$ cat config.mk
export PLATFORM = sky130hd
export DESIGN_NAME = sdcs_top
export DESIGN_NICKNAME = d
export VERILOG_FILES = /design/src/rtl/sdcs_pkg.sv /design/src/rtl/sdcs_map_decode.sv /design/src/rtl/sdcs_addr_xlate.sv /design/src/rtl/sdcs_top.sv
export SDC_FILE = /design/constraint.sdc
export NUM_CORES = 1
export LEC_CHECK = 0
export ABC_AREA = 1
export BUFFER_PORTS_ARGS = -buffer_cell sky130_fd_sc_hd__buf_2
export CORE_UTILIZATION = 48
export CTS_CLUSTER_SIZE = 28
export DETAILED_ROUTE_END_ITERATION = 6
export PLACE_DENSITY = 0.74
export SLEW_MARGIN = 10
export SYNTH_ARGS = -nofsm -noshare
export SYNTH_HDL_FRONTEND = slang
export SYNTH_SLANG_ARGS = --single-unit
$ cat constraint.sdc
create_clock -name sys_clk_i -period 2.38 [get_ports sys_clk_i]
set_clock_uncertainty 0.2 [all_clocks]
set_input_delay 0.476 -clock sys_clk_i [delete_from_list [all_inputs] [get_ports sys_clk_i]]
set_output_delay 0.476 -clock sys_clk_i [all_outputs]
set_load 0.02 [all_outputs]
$ cat src/rtl/sdcs_pkg.sv
package sdcs_pkg;

    // register map, byte addresses
    localparam logic [31:0] SDCS_CFG_ADDR = 32'h3108_0100;
    localparam logic [31:0] SDCS_LAT_ADDR = 32'h3108_0104;

    // chip_select0_config fields
    localparam int SDCS_WP_BIT = 20;
    localparam int SDCS_AM_LSB = 7;
    localparam int SDCS_AM_W   = 8;
    localparam int SDCS_MD_LSB = 0;
    localparam int SDCS_MD_W   = 3;

    // chip_select0_latency fields
    localparam int SDCS_CAS_LSB = 7;
    localparam int SDCS_RAS_LSB = 0;
    localparam int SDCS_LAT_W   = 4;

    // reset values
    localparam logic                  SDCS_WP_RST  = 1'b0;
    localparam logic [SDCS_AM_W-1:0]  SDCS_AM_RST  = 8'h00;
    localparam logic [SDCS_MD_W-1:0]  SDCS_MD_RST  = 3'h0;
    localparam logic [SDCS_LAT_W-1:0] SDCS_CAS_RST = 4'h6;
    localparam logic [SDCS_LAT_W-1:0] SDCS_RAS_RST = 4'h3;

    // memory type codes
    localparam logic [2:0] SDCS_MD_SDR   = 3'h0;
    localparam logic [2:0] SDCS_MD_LPSDR = 3'h2;
    localparam logic [2:0] SDCS_MD_DDR   = 3'h4;
    localparam logic [2:0] SDCS_MD_LPDDR = 3'h6;

    // address-mapping sub-fields (within the 8-bit field)
    localparam int         SDCS_AM_BUS_BIT = 7;
    localparam logic [1:0] SDCS_ORD_HP     = 2'h0;
    localparam logic [1:0] SDCS_ORD_LP     = 2'h1;
    localparam logic [1:0] SDCS_DW_X8      = 2'h0;
    localparam logic [1:0] SDCS_DW_X16     = 2'h1;
    localparam logic [1:0] SDCS_DW_X32     = 2'h2;
    localparam logic [2:0] SDCS_DEN_MAX    = 3'h4;
    localparam logic [3:0] SDCS_X32_COL    = 4'h8;

    // translated command widths
    localparam int SDCS_ROW_W  = 13;
    localparam int SDCS_COL_W  = 11;
    localparam int SDCS_BANK_W = 2;

    typedef struct packed {
        logic       ok;
        logic       bus32;
        logic       low_pow;
        logic       bank4;
        logic [3:0] row_len;
        logic [3:0] col_len;
    } sdcs_geo_s;

    typedef struct packed {
        logic                   vld;
        logic                   wr;
        logic [SDCS_BANK_W-1:0] bank;
        logic [SDCS_ROW_W-1:0]  row;
        logic [SDCS_COL_W-1:0]  col;
    } sdcs_cmd_s;

    typedef struct packed {
        logic        vld;
        logic [31:0] addr;
        logic [31:0] data;
    } sdcs_wr_s;

    typedef struct packed {
        sdcs_wr_s                pend;
        logic                    wp;
        logic [SDCS_AM_W-1:0]    am;
        logic [SDCS_MD_W-1:0]    md;
        logic                    md_ok;
        logic [SDCS_LAT_W-1:0]   cas;
        logic [SDCS_LAT_W-1:0]   ras;
        logic                    lat_ok;
        logic [31:0]             rdata;
        sdcs_cmd_s               cmd;
        logic                    wp_blk;
        sdcs_geo_s               geo;
    } sdcs_st_s;

    function automatic logic [31:0] sdcs_mask(input logic [3:0] n);
        return (32'h1 << n) - 32'h1;
    endfunction

endpackage

$ cat src/rtl/sdcs_map_decode.sv
`timescale 1ns/1ps
module sdcs_map_decode
    import sdcs_pkg::*;
(
    input  wire logic [SDCS_AM_W-1:0] am_i,  // address-mapping field
    output sdcs_geo_s                 geo_o  // decoded geometry
);
    logic [1:0] ord;
    logic [2:0] den;
    logic [1:0] dw;
    logic [3:0] col8;

    always_comb begin
        ord  = am_i[6:5];
        den  = am_i[4:2];
        dw   = am_i[1:0];
        geo_o = '0;
        geo_o.bus32   = am_i[SDCS_AM_BUS_BIT];
        geo_o.low_pow = (ord == SDCS_ORD_LP);
        geo_o.bank4   = (den != 3'h0);
        unique case (den)
            3'h0:    geo_o.row_len = 4'd11;
            3'h1, 3'h2: geo_o.row_len = 4'd12;
            default: geo_o.row_len = 4'd13;
        endcase
        unique case (den)
            3'h0, 3'h1: col8 = 4'd9;
            3'h2, 3'h3: col8 = 4'd10;
            default:    col8 = 4'd11;
        endcase
        unique case (dw)
            SDCS_DW_X8:  geo_o.col_len = col8;
            SDCS_DW_X16: geo_o.col_len = col8 - 4'd1;
            default:     geo_o.col_len = SDCS_X32_COL;
        endcase
        if (dw == SDCS_DW_X32 && den == 3'h1) begin
            geo_o.row_len = 4'd11;
        end
        // listed codes only; x32 only on 32-bit maps, density 1..3
        geo_o.ok = (ord == SDCS_ORD_HP || ord == SDCS_ORD_LP)
                && (den <= SDCS_DEN_MAX)
                && (dw == SDCS_DW_X8 || dw == SDCS_DW_X16
                    || (dw == SDCS_DW_X32 && am_i[SDCS_AM_BUS_BIT]
                        && den != 3'h0 && den != SDCS_DEN_MAX));
    end
endmodule

$ cat src/rtl/sdcs_addr_xlate.sv
`timescale 1ns/1ps
module sdcs_addr_xlate
    import sdcs_pkg::*;
(
    input  sdcs_geo_s                    geo_i,   // decoded geometry
    input  wire logic [31:0]             addr_i,  // system byte address
    output logic [SDCS_BANK_W-1:0]       bank_o,  // bank index
    output logic [SDCS_ROW_W-1:0]        row_o,   // row index
    output logic [SDCS_COL_W-1:0]        col_o    // column index
);
    logic [31:0] w;
    logic [31:0] t;
    logic [3:0]  bb;

    always_comb begin
        // drop the byte lanes of one bus beat
        w  = geo_i.bus32 ? (addr_i >> 2) : (addr_i >> 1);
        bb = geo_i.bank4 ? 4'd2 : 4'd1;
        col_o = SDCS_COL_W'(w & sdcs_mask(geo_i.col_len));
        t  = w >> geo_i.col_len;
        if (geo_i.low_pow) begin
            // bank on top keeps whole banks idle for partial arrays
            row_o  = SDCS_ROW_W'(t & sdcs_mask(geo_i.row_len));
            bank_o = SDCS_BANK_W'((t >> geo_i.row_len)
                     & sdcs_mask(bb));
        end else begin
            bank_o = SDCS_BANK_W'(t & sdcs_mask(bb));
            row_o  = SDCS_ROW_W'((t >> bb)
                     & sdcs_mask(geo_i.row_len));
        end
    end
endmodule

$ cat src/rtl/sdcs_top.sv
// The address-and-strobe port was left to the implementer.
`timescale 1ns/1ps
module sdcs_top
    import sdcs_pkg::*;
(
    input  wire logic                  sys_clk_i,   // 250 MHz clock
    input  wire logic                  rst_n_i,     // async reset, low
    input  wire logic [31:0]           reg_addr_i,  // register address
    input  wire logic [31:0]           reg_wdata_i, // register write data
    input  wire logic                  reg_wr_i,    // write strobe
    input  wire logic                  reg_rd_i,    // read strobe
    output logic [31:0]                reg_rdata_o, // read data, +1 cycle
    input  wire logic                  req_vld_i,   // memory request
    input  wire logic                  req_wr_i,    // request is a write
    input  wire logic [31:0]           req_addr_i,  // system byte address
    output sdcs_cmd_s                  cmd_o,       // translated request
    output logic                       wp_block_o,  // write refused pulse
    output sdcs_geo_s                  geo_o,       // decoded geometry
    output logic                       wp_o,        // write protect level
    output logic [SDCS_MD_W-1:0]       md_o,        // memory type
    output logic                       md_ok_o,     // type code legal
    output logic [SDCS_LAT_W-1:0]      cas_half_o,  // CAS in half cycles
    output logic [SDCS_LAT_W-1:0]      ras_cyc_o,   // RAS in cycles
    output logic                       lat_ok_o     // latency codes legal
);

    sdcs_st_s st_q;
    sdcs_st_s st_d;

    sdcs_geo_s                geo_c;
    logic [SDCS_BANK_W-1:0]   x_bank;
    logic [SDCS_ROW_W-1:0]    x_row;
    logic [SDCS_COL_W-1:0]    x_col;

    // effective register values once the pending write lands
    logic                     e_wp;
    logic [SDCS_AM_W-1:0]     e_am;
    logic [SDCS_MD_W-1:0]     e_md;
    logic [SDCS_LAT_W-1:0]    e_cas;
    logic [SDCS_LAT_W-1:0]    e_ras;

    sdcs_map_decode u_dec (
        .am_i  (st_q.am),
        .geo_o (geo_c)
    );

    sdcs_addr_xlate u_xlt (
        .geo_i  (geo_c),
        .addr_i (req_addr_i),
        .bank_o (x_bank),
        .row_o  (x_row),
        .col_o  (x_col)
    );

    always_comb begin
        e_wp  = st_q.wp;
        e_am  = st_q.am;
        e_md  = st_q.md;
        e_cas = st_q.cas;
        e_ras = st_q.ras;
        // the write lands one cycle after its strobe
        if (st_q.pend.vld && st_q.pend.addr == SDCS_CFG_ADDR) begin
            e_wp = st_q.pend.data[SDCS_WP_BIT];
            e_am = st_q.pend.data[SDCS_AM_LSB +: SDCS_AM_W];
            e_md = st_q.pend.data[SDCS_MD_LSB +: SDCS_MD_W];
        end
        if (st_q.pend.vld && st_q.pend.addr == SDCS_LAT_ADDR) begin
            e_cas = st_q.pend.data[SDCS_CAS_LSB +: SDCS_LAT_W];
            e_ras = st_q.pend.data[SDCS_RAS_LSB +: SDCS_LAT_W];
        end
    end

    always_comb begin
        st_d = st_q;
        st_d.wp  = e_wp;
        st_d.am  = e_am;
        st_d.md  = e_md;
        st_d.cas = e_cas;
        st_d.ras = e_ras;
        st_d.md_ok  = (e_md[0] == 1'b0);
        st_d.lat_ok = (e_cas != 4'h0) && (e_ras != 4'h0);

        st_d.pend.vld  = reg_wr_i;
        st_d.pend.addr = reg_addr_i;
        st_d.pend.data = reg_wdata_i;

        // reserved bits read as zero; reads see a write already taken
        st_d.rdata = '0;
        if (reg_rd_i) begin
            unique case (reg_addr_i)
                SDCS_CFG_ADDR: begin
                    st_d.rdata[SDCS_WP_BIT]                 = e_wp;
                    st_d.rdata[SDCS_AM_LSB +: SDCS_AM_W]    = e_am;
                    st_d.rdata[SDCS_MD_LSB +: SDCS_MD_W]    = e_md;
                end
                SDCS_LAT_ADDR: begin
                    st_d.rdata[SDCS_CAS_LSB +: SDCS_LAT_W]  = e_cas;
                    st_d.rdata[SDCS_RAS_LSB +: SDCS_LAT_W]  = e_ras;
                end
                default: st_d.rdata = '0;
            endcase
        end

        // geometry comes from the mapping code only
        st_d.geo = geo_c;

        st_d.cmd    = '0;
        st_d.wp_blk = 1'b0;
        if (req_vld_i) begin
            if (req_wr_i && st_q.wp) begin
                st_d.wp_blk = 1'b1;
            end else begin
                st_d.cmd.vld  = 1'b1;
                st_d.cmd.wr   = req_wr_i;
                st_d.cmd.bank = x_bank;
                st_d.cmd.row  = x_row;
                st_d.cmd.col  = x_col;
            end
        end
    end

    always_ff @(posedge sys_clk_i or negedge rst_n_i) begin
        if (!rst_n_i) begin
            st_q        <= '0;
            st_q.wp     <= SDCS_WP_RST;
            st_q.am     <= SDCS_AM_RST;
            st_q.md     <= SDCS_MD_RST;
            st_q.md_ok  <= 1'b1;
            st_q.cas    <= SDCS_CAS_RST;
            st_q.ras    <= SDCS_RAS_RST;
            st_q.lat_ok <= 1'b1;
        end else begin
            st_q <= st_d;
        end
    end

    assign reg_rdata_o = st_q.rdata;
    assign cmd_o       = st_q.cmd;
    assign wp_block_o  = st_q.wp_blk;
    assign geo_o       = st_q.geo;
    assign wp_o        = st_q.wp;
    assign md_o        = st_q.md;
    assign md_ok_o     = st_q.md_ok;
    assign cas_half_o  = st_q.cas;
    assign ras_cyc_o   = st_q.ras;
    assign lat_ok_o    = st_q.lat_ok;
endmodule

# After elaboration in Yosys (flattened, before gate mapping)
# Cells that the tools add are included.
op_classes:
  add_sub_neg: 4
  n_mul: 0
  div: 0
  magnitude_cmp: 1
  eq_ne: 11
  n_shift: 6
  n_mux: 22
  bitwise_logic: 6
  reduce_logical: 22
ops:
  columns: ["cell", "count"]
  rows:
  - ["== test 32 x 30 -> 1 bit, second input constant", 4]
  - [">> shifter 31 x 4 -> 32 bit", 1]
  - [">> shifter 32 x 2 -> 13 bit", 1]
  - [">> shifter 32 x 4 -> 2 bit", 1]
  - ["two-way mux 31 bit", 1]
  - ["two-way mux 29 bit", 1]
  - ["two-way mux 28 bit", 1]
  - ["AND 13 bit", 2]
  - ["two-way mux 21 bit", 1]
  - ["case mux 4 bit (2 select lines)", 2]
  - ["two-way mux 13 bit", 1]
  - ["<< shifter 1 x 4 -> 13 bit, first input constant", 1]
  - ["subtractor 13 x 1 -> 13 bit, second input constant", 1]
  - ["two-way mux 4 bit", 3]
  - ["case mux 3 bit (2 select lines)", 2]
  - ["AND 11 bit", 1]
  - ["<< shifter 1 x 4 -> 11 bit, first input constant", 1]
  - ["subtractor 11 x 1 -> 11 bit, second input constant", 1]
  - ["logical AND 1 bit", 10]
  - ["two-way mux 8 bit", 1]
  - ["nonzero test 4 bit", 2]
  - ["== test 3 x 2 -> 1 bit, second input constant", 2]
  - ["two-way mux 3 bit", 2]
  - ["OR reduction 2 bit", 3]
  - ["17 further kinds", 26]
word_totals:
  reg_bits: 149
  latchBits: 0
  ramBits: 0
  rom_bits: 0
  input_bits: 102
  out_inout_bits: 87
  word_cells: 95
  mem_count: 0

# Longest topological paths before layout
depth:
  word_depth: 11
  ltp_mapped: 21
  mapped_depth_nobuf: 20

# Hierarchy
# From an unflattened synthesis, not the netlist that was laid out.
hier_totals:
  hier_cells: 1120
  hier_area_um2: 7833.8
by_module_without_submodules:
  columns: ["module", "n_inst", "cells_each", "area_each_um2", "seq_area_each_um2"]
  rows:
  - ["sdcs_top", 1, 527, 5057.4, 3060.4]
  - ["sdcs_addr_xlate", 1, 553, 2566.2, 0.0]
  - ["sdcs_map_decode", 1, 40, 210.2, 0.0]

# Worst setup path after synthesis
# No wires, ideal clock.
synth_path:
  kind: "flip-flop to flip-flop"
  from: "reg st_q[89] (netlist name)"
  to: "reg st_q (netlist bit cmd_o[13])"
  setup_time_ns: 0.117
  t_arrival_ns: 2.319
  t_required_ns: 2.063
  path_slack_ns: -0.256
  path_stages_with_launch: 19
  n_path_buf: 2
  synth_period_minus_slack_ns: 2.636
  path_cell_list: "dfrtp_1 -> inv_1 -> nand2_1 -> nor2_2 -> inv_1 -> buf_2 -> nand2_1 -> inv_1 -> ha_1 -> nand3_1 -> nand2_4 -> inv_4 -> buf_6 -> nand3_1 -> nand3_2 -> nand3_1 -> nand2_1 -> o21ai_1 -> inv_1"
synth_rtl:
  columns: ["element", "line", "source"]
  rows:
  - ["from (decl)", "sdcs_top.sv:27", "sdcs_st_s st_q;"]
  - ["from (signal assigned)", "sdcs_top.sv:133", "st_q <= st_d;"]

==> run_results.csv <==
group,metric,value,unit
clocking,h-tree-depth,4,
timing,min_period_over_period,100,%
logic_synthesis,syn_area,6680,um2
timing,max_freq,420,MHz
logic_synthesis,syn_area_per_cell,8.05,um2
detailed_routing,wl_per_cell,14.8,um
pwr,pwr-share-seq,42.0,%
critical_path,cp.required,2.50,ns
placed_design,gp_congestion,0.882,
placed_design,port_buffers,149,
placed_design,place_hpwl,10900,um
timing,timing.final.ws_setup,0.000236,ns
grt,antenna_found_initial,0,
die,io_pins,189,
hold_path,hp-class,"input port to flip-flop",
timing,worstMarginPinSlew,0.540,ns
die,coreArea,13400,um2
detailed_routing,ant_nets,0,
clocking,clock_path_buffers,2,
placed_design,placed_area,7310,um2
critical_path,cp-end-kind,"flip-flop",
detailed_routing,via_per_inst,5.02,
timing,setup_violations,0,
detailed_routing,first_pass_iters,5,
clocking,cts_buffers,17,
detailed_routing,drc_errors,0,
pwr,p_sw,1.32,mW
finish,final_common_cell,"nand2_1",
logic_synthesis,synth_edf_count,0,
die,fp.dieW,120,um
critical_path,arrival,2.50,ns
pwr,pwr-share-clk,48.8,%
grt,grtUsageTotal,25.1,%
critical_path,startpoint_type,"flip-flop",
clocking,clkTransAtPathRegs,0.06,ns
grt,grt_max_degree,29,
pwr,leakage,4.76,nW
grt,grt_pass1_wl,27800,um
clocking,clock-root-buffer,"clkbuf_16",
logic_synthesis,netlist_instances,830,
die,row_count,42,
clocking,cts_tree,"done",
detailed_routing,wl,17700,um
critical_path,reg2reg_slack,0.0002,ns
pwr,swShare,25.7,%
logic_synthesis,synth-async-reset-ratio,100,%
logic_synthesis,synth_cell_type_count,40,
finish,final_cell_mix,"nand2_1 (176), buf_2 (148), dfrtp_1 (115), inv_1 (90), nand3_1 (77)",
detailed_routing,drtIter0Drc,397,
pwr,combPwrFrac,9.2,%
finish,drive_above_1_share,35.0,%
grt,overflow,0,
timing,worst_slew_margin_rel,63.6,%
die,dieArea,14400,um2
critical_path,path_max_fanout,6,
grt,grt_pass1_vias,6007,
pwr,p_int,3.82,mW
run,drv_cap,0,
finish,layout.nets,1109,
die,fp.dieH,120,um
logic_synthesis,yosysSeqAreaShare,45.8,%
pwr,vdd_drop_max,0.000579,V
clocking,clkSinkCount,122,
logic_synthesis,yosysWarnings,0,
die,start_util,49.9,%
pwr,pwr_density_cell,577,nW/um2
placed_design,dp_slack,-0.0181,ns
logic_synthesis,ys.flop_type,"dfrtp_1",
timing,hold_viol_final,0,
outcome,status,"complete, no violations",
timing,fin_crit,2.38,ns
logic_synthesis,ys_ff_latch,122,
finish,syn_to_final_growth,33.2,%
finish,n_antenna_cell,0,
finish,fin_area,8900,um2
detailed_routing,vias,5982,
timing,rsz0062_at_grt,"true",
critical_path,critical_path_class,"flip-flop to flip-flop",
clocking,insertion_delay,0.43,ns
timing,slew_viol_final,0,
==> cell type report <==
type                            count  area, um2
Clock buffer                       19        443
Sequential cell                   122       3060
Fill cell                        1062       4500
Clock inverter                     13        134
Inverter                          102        398
Tap cell                          176        220
Timing Repair Buffer              239       1700
Multi-Input combinational cell    521       2950
==> path summary, 6_finish.rpt <==
check / start / end / depth (start not counted)
max: st_q[89] / cmd_o[11] / 18
min: req_wr_i / cmd_o[26] / 3
max reg2reg: st_q[89] / cmd_o[11] / 18
min reg2reg: st_q[106] / st_q[90] / 2
max in group asynchronous: rst_n_i / cas_half_o[1] / 3
min in group asynchronous: rst_n_i / cmd_o[5] / 2
==> timing repair <==
action / CTS / global route
cloned: 0 / 3
resized for setup: 4 / 92
setup endpoints to repair: 4 / 23
hold buffers: 47 / 0
setup buffers: 1 / 7
pin swaps: 1 / 38
hold endpoints to repair: 69 / 0
==> state kept, by name, indices dropped and copies added (netlist names), 3 cells and up <==
signal / flops
geo_o: 12
ras_cyc_o: 4
md_o: 3
cas_half_o: 4
cmd_o: 28
st_q: 54
reg_rdata_o: 13
==> worst max-delay path: stages, from the launching register on <==
cell	delay, ns
dfrtp_1	0.35
inv_2	0.07
nand2_4	0.09
nor2_4	0.04
inv_2	0.07
nand2_4	0.05
inv_4	0.05
ha_4	0.14
nand3_4	0.19
nor2_4	0.27
buf_6	0.16
buf_6	0.11
a21oi_2	0.03
nand3_2	0.12
nand3_1	0.10
nand2_1	0.08
inv_1	0.04
nand2_1	0.05
inv_1	0.04
==> logic make-up (layout without fill, tap and decap cells) <==
family,count (synthesis),in the layout,share of synthesized area [%]
buf+inv,211,373,17.9
other cells,2,25,0.112
simple gates,437,438,30.6
compound gates,53,53,4.66
flops,122,122,45.8
fa+ha+maj,4,4,0.749
xor+xnor,1,1,0.131
==> power by group through the flow <==
stage / clock network [mW] / logic [mW] / registers (mW)
floorplan: 0 / 0.248 / 2.19
global placement: 0 / 0.372 / 2.19
detailed placement: 0 / 0.376 / 2.19
CTS: 2.52 / 0.439 / 2.15
global route: 2.64 / 0.521 / 2.16
finish: 2.51 / 0.472 / 2.16
==> synthesized netlist by cell type, types with 2 or more instances <==
cell      instances  area (um2)
nor4_1            6        37.5
nor2_2            4        25.0
dfstp_2           6         158
clkbuf_1          4        15.0
conb_1            2        7.51
inv_1            97         364
o21a_1            4        30.0
buf_4            88         661
buf_2            11        55.1
buf_6             4        45.0
nor2_1           60         225
nand4_1           8        50.1
o21ai_0          18        90.1
a21oi_1          17        85.1
ha_1              4        50.1
dfrtp_1         116        2900
inv_2             4        15.0
nand2_2          11        68.8
nor4b_1           2        17.5
nand2_1         187         702
nand3_1         128         641
a21oi_2           2        17.5
nor3_1            6        30.0
nor3b_1           2        15.0
o21ai_2           2        17.5
nand3_2          14         140
nand2_4           3        33.8
a211oi_1          7        52.6
o21ai_1           2        10.0
==> stage by stage <==
step	hold slack [ns]	instances	TNS [ns]	total power, mW	utilization [%]
2_1_floorplan	-0.0196	853	-0.00315	2.44	-
3_3_place_gp	0.226	1102	0	2.56	54.6
3_5_place_dp	0.226	1102	-0.0307	2.57	54.6
4_1_cts	0.0666	1182	-0.0125	5.11	62.6
5_1_grt	0.0925	1192	-1.14	5.32	66.4
6_report	0.0783	1192	0	5.14	66.4
==> layer usage <==
metal	wire length, um	global-route usage, %	vias up	part of all wire [%]
met4	427	11.3	0	2.4
met5	0	0	-	0
met1	6630	26.0	2840	37
met2	9550	45.9	205	54
li1	-	-	2895	-
met3	1070	7.94	42	6.1
(Power assumes the default switching activity.)
